<file path="src/rtl/pwr_seq_pkg.sv">
package pwr_seq_pkg;
	// Timing, 200 MHz clock
	localparam int unsigned CLK_PERIOD_NS = 5;
	localparam int unsigned REFRESH_TIME_NS = 66_000_000;
	localparam int unsigned DSM_SETTLE_NS = 2_000_000;
	localparam int unsigned LSM_SETTLE_NS = 15_625_000;
	localparam int unsigned DEBOUNCE_MIN_NS = 122_000;
	localparam int unsigned DEBOUNCE_MAX_NS = 183_000;
	// Least times round up, longest times round down
	localparam int unsigned REFRESH_CYC = (REFRESH_TIME_NS + CLK_PERIOD_NS - 1) / CLK_PERIOD_NS;
	localparam int unsigned DSM_SETTLE_CYC = DSM_SETTLE_NS / CLK_PERIOD_NS;
	localparam int unsigned LSM_SETTLE_CYC = LSM_SETTLE_NS / CLK_PERIOD_NS;
	localparam int unsigned DEBOUNCE_CYC = (DEBOUNCE_MIN_NS + CLK_PERIOD_NS - 1) / CLK_PERIOD_NS;

	// Register indices; byte address is four times the index
	localparam logic [7:0] IDX_CTRL = 8'h00;
	localparam logic [7:0] IDX_STATUS = 8'h0E;
	localparam logic [7:0] IDX_FOUT_CFG = 8'h35;
	localparam logic [7:0] IDX_BACKUP_CFG = 8'h37;

	// Status register bits
	localparam int unsigned ST_BUSY = 0;
	localparam int unsigned ST_PLF = 1;
	localparam int unsigned ST_SWF = 2;
	localparam int unsigned ST_ONBK = 3;
	localparam int unsigned ST_STBY = 4;
	// Control register bits
	localparam int unsigned CT_TS_ON_BACKUP = 0;
	localparam int unsigned CT_CLKOUT_AUTO = 1;
	// Fout configuration bit
	localparam int unsigned FC_PLIE = 3;

	// Reset values of the mirrors
	localparam logic [7:0] FOUT_CFG_RST = 8'hC0;
	localparam logic [7:0] BACKUP_CFG_RST = 8'h10;
	localparam logic [1:0] CTRL_RST = 2'h0;

	typedef enum logic [1:0] {
		MODE_OFF = 2'b00,
		MODE_DIRECT = 2'b01,
		MODE_STANDBY = 2'b10,
		MODE_LEVEL = 2'b11
	} sw_mode_t;

	// Backup configuration byte layout
	typedef struct packed {
		logic [2:0] rsvd;
		logic fast_edge_detect_enable;
		logic [1:0] switchover_mode_select;
		logic switchover_irq_enable;
		logic spare;
	} backup_cfg_t;

	// Supply comparator results
	typedef struct packed {
		logic main_present;
		logic main_lt_backup;
		logic main_lt_thresh;
		logic backup_gt_thresh;
	} supply_cmp_t;

	// Power state machine
	typedef enum logic [2:0] {
		PS_MAIN = 3'b001,
		PS_BACKUP = 3'b010,
		PS_STANDBY = 3'b100
	} pwr_state_t;
endpackage

</file>
<file path="src/rtl/por_backup_switchover_ctrl.sv">
`timescale 1ns/1ps
module por_backup_switchover_ctrl #(
	parameter int unsigned REFRESH_CYCLES = pwr_seq_pkg::REFRESH_CYC,
	parameter int unsigned DSM_SETTLE_CYCLES = pwr_seq_pkg::DSM_SETTLE_CYC,
	parameter int unsigned LSM_SETTLE_CYCLES = pwr_seq_pkg::LSM_SETTLE_CYC,
	parameter int unsigned DEBOUNCE_CYCLES = pwr_seq_pkg::DEBOUNCE_CYC
) (
	input wire logic clk,
	input wire logic sys_rst,
	input wire logic ce,
	input wire logic hsel,
	input wire logic [31:0] haddr,
	input wire logic [1:0] htrans,
	input wire logic hwrite,
	input wire logic [2:0] hsize,
	input wire logic [31:0] hwdata,
	input wire logic hready,
	output logic [31:0] hrdata,
	output logic hreadyout,
	output logic hresp,
	input wire pwr_seq_pkg::supply_cmp_t supply_cmp,
	input wire logic supply_drop,
	input wire logic [7:0] nv_fout_cfg,
	input wire logic [7:0] nv_backup_cfg,
	input wire logic event_input,
	input wire logic other_irq,
	input wire logic clkout_req,
	output logic volatile_init,
	output logic on_backup,
	output logic backup_draw_en,
	output logic host_port_rst,
	output logic host_port_oe_allow,
	output logic clkout_pin,
	output logic event_out,
	output logic timestamp_trig,
	output logic clkout_auto_en,
	output logic interrupt_out_n
);
	import pwr_seq_pkg::*;

	////////////////////////////////////////////////////////////////////////////
	// Bus slave

	logic addr_ph;
	logic [7:0] idx;
	logic wr_q;
	logic [7:0] widx_q;
	logic [31:0] rd_d;
	logic [31:0] hrdata_q;
	logic wr_status;
	logic wr_ctrl;
	logic wr_fout;
	logic wr_backup;

	// Index from the word address; lanes above 8 bits read as zero
	assign addr_ph = hsel & htrans[1] & hready;
	assign idx = haddr[9:2];
	assign wr_status = wr_q & (widx_q == IDX_STATUS);
	assign wr_ctrl = wr_q & (widx_q == IDX_CTRL);
	assign wr_fout = wr_q & (widx_q == IDX_FOUT_CFG);
	assign wr_backup = wr_q & (widx_q == IDX_BACKUP_CFG);
	assign hreadyout = 1'b1;
	assign hresp = 1'b0;
	assign hrdata = hrdata_q;

	// Address phase captured; data staged so hrdata comes from a flop
	always_ff @(posedge clk) begin
		if (sys_rst) begin
			wr_q <= 1'b0;
			widx_q <= 8'h00;
			hrdata_q <= 32'h0000_0000;
		end else if (ce) begin
			wr_q <= addr_ph & hwrite;
			widx_q <= idx;
			if (addr_ph & ~hwrite) begin
				hrdata_q <= rd_d;
			end
		end
	end

	////////////////////////////////////////////////////////////////////////////
	// Power-up refresh and mirrors

	logic [31:0] ref_cnt_q;
	logic busy_q;
	logic [7:0] fout_cfg_q;
	backup_cfg_t backup_cfg_q;
	logic [1:0] ctrl_q;
	logic refresh_done;

	assign refresh_done = busy_q & (ref_cnt_q == REFRESH_CYCLES - 1);
	assign volatile_init = sys_rst;

	// Busy spans the whole refresh; Fout and backup writes during it are overwritten at its end, control writes are kept
	always_ff @(posedge clk) begin
		if (sys_rst) begin
			ref_cnt_q <= 32'h0000_0000;
			busy_q <= 1'b1;
			fout_cfg_q <= FOUT_CFG_RST;
			backup_cfg_q <= BACKUP_CFG_RST;
			ctrl_q <= CTRL_RST;
		end else if (ce) begin
			if (busy_q) begin
				ref_cnt_q <= ref_cnt_q + 32'h0000_0001;
			end
			if (refresh_done) begin
				busy_q <= 1'b0;
				fout_cfg_q <= nv_fout_cfg;
				backup_cfg_q <= nv_backup_cfg;
			end else begin
				if (wr_fout) begin
					fout_cfg_q <= hwdata[7:0];
				end
				if (wr_backup) begin
					backup_cfg_q <= hwdata[7:0];
				end
			end
			if (wr_ctrl) begin
				ctrl_q <= hwdata[1:0];
			end
		end
	end

	////////////////////////////////////////////////////////////////////////////
	// Comparator synchronisers

	supply_cmp_t cmp_m_q;
	supply_cmp_t cmp_q;

	// Two flops; only the second stage feeds decisions
	// They sample through reset, so the first decision after release sees real rails
	always_ff @(posedge clk) begin
		if (ce) begin
			cmp_m_q <= supply_cmp;
			cmp_q <= cmp_m_q;
		end
	end

	////////////////////////////////////////////////////////////////////////////
	// Effective mode with settle delay

	sw_mode_t prog_mode;
	sw_mode_t eff_mode_q;
	logic [31:0] set_cnt_q;
	logic [31:0] set_lim;
	logic from_idle;
	logic mode_chg;
	logic settle_done;

	assign prog_mode = sw_mode_t'(backup_cfg_q.switchover_mode_select);
	assign from_idle = (eff_mode_q == MODE_OFF) | (eff_mode_q == MODE_STANDBY);
	assign mode_chg = prog_mode != eff_mode_q;
	// Waking the comparators needs time; other changes apply at once
	assign set_lim = (prog_mode == MODE_LEVEL) ? LSM_SETTLE_CYCLES - 1 : DSM_SETTLE_CYCLES - 1;
	assign settle_done = ~from_idle | (prog_mode == MODE_OFF) | (prog_mode == MODE_STANDBY)
		| (set_cnt_q >= set_lim);

	always_ff @(posedge clk) begin
		if (sys_rst) begin
			eff_mode_q <= MODE_OFF;
			set_cnt_q <= 32'h0000_0000;
		end else if (ce) begin
			if (mode_chg & settle_done) begin
				eff_mode_q <= prog_mode;
				set_cnt_q <= 32'h0000_0000;
			end else if (mode_chg) begin
				set_cnt_q <= set_cnt_q + 32'h0000_0001;
			end else begin
				set_cnt_q <= 32'h0000_0000;
			end
		end
	end

	////////////////////////////////////////////////////////////////////////////
	// Power state machine

	pwr_state_t ps_q;
	pwr_state_t ps_d;
	logic want_bk;
	logic [31:0] deb_cnt_q;
	logic deb_done;
	logic first_q;

	// Supply selection per mode
	assign want_bk = ((eff_mode_q == MODE_DIRECT) & cmp_q.main_lt_backup)
		| ((eff_mode_q == MODE_LEVEL) & cmp_q.main_lt_backup
		& cmp_q.main_lt_thresh & cmp_q.backup_gt_thresh);
	assign deb_done = deb_cnt_q == DEBOUNCE_CYCLES - 1;

	always_comb begin
		ps_d = ps_q;
		case (ps_q)
			PS_MAIN: begin
				if (first_q & ~cmp_q.main_present) begin
					ps_d = PS_STANDBY;
				end else if ((eff_mode_q == MODE_STANDBY) & ~cmp_q.main_present) begin
					ps_d = PS_STANDBY;
				end else if (want_bk) begin
					ps_d = PS_BACKUP;
				end
			end
			PS_BACKUP: begin
				if (eff_mode_q == MODE_OFF) begin
					ps_d = PS_MAIN;
				end else if (deb_done) begin
					ps_d = PS_MAIN;
				end
			end
			PS_STANDBY: begin
				if (cmp_q.main_present) begin
					ps_d = PS_MAIN;
				end
			end
			default: begin
				ps_d = PS_MAIN;
			end
		endcase
	end

	// Debounce restarts whenever main looks bad again, rejecting oscillation
	always_ff @(posedge clk) begin
		if (sys_rst) begin
			ps_q <= PS_MAIN;
			deb_cnt_q <= 32'h0000_0000;
			first_q <= 1'b1;
		end else if (ce) begin
			ps_q <= ps_d;
			first_q <= 1'b0;
			if ((ps_q == PS_BACKUP) & ~want_bk & ~deb_done) begin
				deb_cnt_q <= deb_cnt_q + 32'h0000_0001;
			end else begin
				deb_cnt_q <= 32'h0000_0000;
			end
		end
	end

	////////////////////////////////////////////////////////////////////////////
	// Flags and interrupt

	logic plf_q;
	logic plf_irq_q;
	logic swf_q;
	logic bk_enter;
	logic bk_leave;
	logic plf_clr;
	logic swf_clr;
	logic ts_q;
	logic auto_q;

	assign bk_enter = (ps_q != PS_BACKUP) & (ps_d == PS_BACKUP);
	assign bk_leave = (ps_q == PS_BACKUP) & (ps_d == PS_MAIN);
	assign plf_clr = wr_status & ~hwdata[ST_PLF];
	assign swf_clr = wr_status & ~hwdata[ST_SWF] & (ps_q != PS_BACKUP);

	// Set wins over a clear in the same cycle
	always_ff @(posedge clk) begin
		if (sys_rst) begin
			plf_q <= 1'b1;
			plf_irq_q <= 1'b0;
			swf_q <= 1'b0;
			ts_q <= 1'b0;
			auto_q <= 1'b0;
		end else if (ce) begin
			if (supply_drop) begin
				plf_q <= 1'b1;
			end else if (plf_clr) begin
				plf_q <= 1'b0;
			end
			if (supply_drop & ~plf_q) begin
				plf_irq_q <= 1'b1;
			end else if (plf_clr) begin
				plf_irq_q <= 1'b0;
			end
			if (bk_enter) begin
				swf_q <= 1'b1;
			end else if (swf_clr) begin
				swf_q <= 1'b0;
			end
			ts_q <= bk_enter & ctrl_q[CT_TS_ON_BACKUP];
			auto_q <= bk_leave & ctrl_q[CT_CLKOUT_AUTO];
		end
	end

	logic sw_irq;
	logic pl_irq;

	// Interrupt output is a combination of enabled sources; it stays live on backup
	assign sw_irq = swf_q & backup_cfg_q.switchover_irq_enable;
	assign pl_irq = plf_irq_q & fout_cfg_q[FC_PLIE];
	assign interrupt_out_n = ~(sw_irq | pl_irq | other_irq);

	////////////////////////////////////////////////////////////////////////////
	// Pin control

	assign on_backup = ps_q == PS_BACKUP;
	assign backup_draw_en = ps_q != PS_STANDBY;
	assign host_port_rst = on_backup;
	assign host_port_oe_allow = ~on_backup;
	assign clkout_pin = clkout_req & ~on_backup;
	assign event_out = event_input;
	assign timestamp_trig = ts_q;
	assign clkout_auto_en = auto_q;

	// Read mux; flag reads 0 whenever switchover is disabled
	logic [7:0] status_v;
	assign status_v = {3'h0, ps_q == PS_STANDBY, on_backup,
		swf_q & (eff_mode_q != MODE_OFF), plf_q, busy_q};
	always_comb begin
		rd_d = 32'h0000_0000;
		case (idx)
			IDX_STATUS: rd_d = {24'h00_0000, status_v};
			IDX_CTRL: rd_d = {30'h0000_0000, ctrl_q};
			IDX_FOUT_CFG: rd_d = {24'h00_0000, fout_cfg_q};
			IDX_BACKUP_CFG: rd_d = {24'h00_0000, backup_cfg_q};
			default: rd_d = 32'h0000_0000;
		endcase
	end
endmodule

</file>
<file path="config.mk">
export PLATFORM = sky130hd
export DESIGN_NAME = por_backup_switchover_ctrl
export DESIGN_NICKNAME = d
export VERILOG_FILES = /design/src/rtl/pwr_seq_pkg.sv /design/src/rtl/por_backup_switchover_ctrl.sv
export SDC_FILE = /design/constraint.sdc
export NUM_CORES = 1
export LEC_CHECK = 0
export BUFFER_PORTS_ARGS = -buffer_cell sky130_fd_sc_hd__clkbuf_2
export CAP_MARGIN = 20
export CORE_ASPECT_RATIO = 1.75
export CORE_MARGIN = 4
export CORE_UTILIZATION = 45
export CTS_CLUSTER_DIAMETER = 150
export DETAILED_ROUTE_END_ITERATION = 10
export PLACE_DENSITY = 0.63
export SLEW_MARGIN = 40
export SYNTH_ARGS = -nofsm -noshare
export SYNTH_HDL_FRONTEND = slang
export SYNTH_SLANG_ARGS = --single-unit
</file>
<file path="constraint.sdc">
create_clock -name clk -period 3.25 [get_ports clk]
set_clock_uncertainty 0.2 [all_clocks]
set_input_delay 0.1625 -clock clk [delete_from_list [all_inputs] [get_ports clk]]
set_output_delay 0.1625 -clock clk [all_outputs]
set_load 0.005 [all_outputs]
</file>
==> out/metrics.yaml <==
run_status: "finished clean"
fin_crit_period_ns: 2.960
max_freq_ghz: 0.3378
route.detailed.drc: 0
floorplan.die_area_um2: 18370
number_of_antenna_violations_at_the_first_check_in_global_routing: 0
synth_enable_flop_cells: 8
die_h_um: 176.3
starting_utilization_of_the_core_area: 0.4590
share_seq_of_total_power: 0.469
synth.ff_latch_count: 151
clockRootBuffer: "sky130_fd_sc_hd__clkbuf_16"
path_clk_slew_ns: 0.06
final.fill_count: 1462
p_leak_nw: 3.358
yosys.area_share.adder: 0.01717
utilization: 0.5519
row_count: 61
synth-main-ff-cell: "sky130_fd_sc_hd__dfxtp_1"
post_layout_nonfiller_instances: 1144
setup.worst_path.start_class: "register"
post-synth-top-area-cell: "sky130_fd_sc_hd__dfxtp_1"
post_synth_xor_area_fraction: 0.07692
grt_pass1_vias: 6047
die_x_um: 104.2
synth_area_leaders: "sky130_fd_sc_hd__dfxtp_1, sky130_fd_sc_hd__nor2_1, sky130_fd_sc_hd__xor2_1"
viasPerCell: 5.468
flow.area_growth_from_synthesis_pct: 20.23
switchingPower_uw: 937.8
post_cts.resized_instances: 0
drt-initial-drc-count: 171
min_period_over_period: 0.9108
final_routed_wirelength_um: 17310
globalplace.congestion: 0.7887
dp_hpwl_um: 12220
postSynthAreaPerCell_um2: 8.716
io_buffers: 62
synth_commonest_cells: "sky130_fd_sc_hd__dfxtp_1, sky130_fd_sc_hd__nor2_1, sky130_fd_sc_hd__nand2_1"
numClockSinks: 151
synth_simple_gate_area_frac: 0.2665
cp_cell_sequence: "ha_1 > nor4b_1 > nand4_1 > nor4_4 > buf_4 > mux2i_1 > dlygate4sd3_1 > a31oi_1"
power_per_cell_area_nw_per_um2: 463.0
rsz0062_at_grt: "no"
class_of_the_most_critical_hold_timing_path: "primary input to register"
actual_slew_at_the_worst_max_slew_pin_ns: 0.7472
post_synth_mux_area_share: 0.03640
cts_tree: "built"
netlist_area_um2: 7287
crit_required_ns: 3.32
finalNetCount: 1051
fraction_of_the_mapped_netlist_area_in_compound_gates: 0.1190
timing.critical_path.arrival_ns: 3.03
slew_viol_final: 0
cp_slowest_cell: "sky130_fd_sc_hd__dlygate4sd3_1"
slowest_delay_ns: 0.57
maxSlewHeadroom: 0.5013
yosys.cell_count.top_type: "sky130_fd_sc_hd__dfxtp_1"
critPathKind: "register to register"
placed_cells_incl_taps: 1070
synth_warnings: 0
path_max_fanout: 21
avgRoutedWirePerCell_um: 15.13
cts.hold.buffers_added: 42
cts_h_tree_depth: 4
clkLatencyLatePin_ns: 0.42
cts_setup_buffers: 0
ctsLongestPathBuffers: 2
timing_hold_violations_final: 0
count_of_final_setup_violators: 0
pwr-share-clk: 0.482
power.internal_mw: 3.119
antenna_violating_nets_post_route: 0
synth.yosys.seq_area_share: 0.4258
max_cap_viols: 0
global_route.overflow_total: 0
post_synth_inst_count: 836
power.ir.vdd_worst_uv: 235.9
grt_first_pass_wirelength_um: 29250
final_layout_size_suffix_gt1_frac: 0.1424
logic_pwr_share: 0.050
core-area_um2: 15880
globalRouteTotalUtil: 0.1952
antenna_cells_inserted: 0
synth_cell_type_count: 62
sw_frac_of_total: 0.2312
synth_top_family_by_area: "simple AND/OR/NAND/NOR gates"
setup_total_negative_slack_ns: 0
ys_async_sr_fraction: 0
vias: 6255
netlist.area_leader.share: 0.3929
drt_pre_antenna_iters: 6
grt_max_degree: 78
num_cts_buffers: 17
ios: 143
endpoint_kind: "register"
-- area by class of cell --
cell class                      count  area [um^2]  area share
Multi-Input combinational cell    634         3876      0.4424
Inverter                           15        56.30    0.006427
Clock buffer                       22        516.7     0.05898
Tap cell                          189        236.5     0.02699
Clock inverter                     10        82.58    0.009426
Sequential cell                   151         3103      0.3542
Timing Repair Buffer              123        889.6      0.1015
-- critical path: cells and delay by family, from the launching register on --
| family | cells | cell delay (ns) |
|---|---|---|
| buf+inv | 2 | 0.86 |
| mux | 1 | 0.24 |
| fa+ha+maj | 1 | 0.22 |
| simple gates | 3 | 0.81 |
| compound gates | 1 | 0.07 |
| flops | 1 | 0.40 |
-- state kept, by name, indices dropped and copies added, names as in the netlist, 3 cells and up --
signal / flops
widx_q: 8
cmp_m_q: 4
fout_cfg_q: 8
ps_q: 3
set_cnt_q: 32
backup_cfg_q: 6
hrdata: 8
ref_cnt_q: 32
cmp_q: 4
deb_cnt_q: 32
-- final timing paths --
kind / slack (ns) / cells past startpoint / from / to
setup / recovery: 0.29 / 8 / ref_cnt_q[0] / backup_cfg_q[4]
hold / removal: 0.02 / 4 / hwdata[5] / fout_cfg_q[5]
setup reg to reg: 0.29 / 8 / ref_cnt_q[0] / backup_cfg_q[4]
hold reg to reg: 0.22 / 0 / cmp_m_q[1] / cmp_q[1]
-- routing by layer --
layer  up-vias  GRT usage  share of wire
met1      2990     0.2094           0.40
met2       118     0.3708           0.55
li1       3122          -              -
met3        25    0.04281          0.033
met4         0    0.07266          0.019
met5         -          0              0
-- cell families after synthesis --
| kind of cell | count (synthesis) |
|---|---|
| other | 2 |
| buffers and inverters | 75 |
| DFF | 151 |
| muxes | 26 |
| xor gates and xnor gates | 64 |
| adders and majority gates | 10 |
| AOI/OAI and AO/OA | 136 |
| and+or+nand+nor | 372 |
-- power by group through the flow --
stage | sequential, mW | clock [mW] | combinational [mW]
4_1_cts | 1.90 | 2.00 | 0.201
2_1_floorplan | 1.94 | 0 | 0.122
5_1_grt | 1.90 | 2.08 | 0.223
3_5_place_dp | 1.94 | 0 | 0.162
3_3_place_gp | 1.94 | 0 | 0.160
6_report | 1.90 | 1.95 | 0.201
-- stage by stage --
| stage | power, mW | hold WS, ns | cell area [um^2] | setup slack [ns] |
|---|---|---|---|---|
| floorplan | 2.060 | 0.06137 | 7377 | 0.4200 |
| CTS | 4.100 | 0.006540 | 8757 | 0.2599 |
| finish | 4.057 | 0.01940 | 8761 | 0.2900 |
| global route | 4.205 | 0.02732 | 8761 | 0.1164 |
| global placement | 2.103 | 0.1250 | 7737 | 0.4242 |
| detailed placement | 2.105 | 0.1250 | 7737 | 0.3915 |
-- layout by cell type (no fill, tap or decap), types with 9 or more instances in the layout --
cell,count
sky130_fd_sc_hd__nand4_1,19
sky130_fd_sc_hd__nand3_1,37
sky130_fd_sc_hd__nor2_1,113
sky130_fd_sc_hd__a22oi_1,10
sky130_fd_sc_hd__and2_1,16
sky130_fd_sc_hd__o21ai_0,35
sky130_fd_sc_hd__dfxtp_1,143
sky130_fd_sc_hd__a21o_1,13
sky130_fd_sc_hd__xnor2_1,24
sky130_fd_sc_hd__clkbuf_2,62
sky130_fd_sc_hd__a211oi_1,9
sky130_fd_sc_hd__nand2_1,70
sky130_fd_sc_hd__nor4_1,13
sky130_fd_sc_hd__and3_1,18
sky130_fd_sc_hd__clkbuf_16,19
sky130_fd_sc_hd__inv_1,15
sky130_fd_sc_hd__xor2_1,40
sky130_fd_sc_hd__ha_1,10
sky130_fd_sc_hd__dlygate4sd3_1,42
sky130_fd_sc_hd__nor3_1,17
sky130_fd_sc_hd__buf_4,17
sky130_fd_sc_hd__conb_1,26
sky130_fd_sc_hd__and4_1,9
sky130_fd_sc_hd__mux2i_1,22
sky130_fd_sc_hd__a21oi_1,37
(Power assumes the default switching activity.)
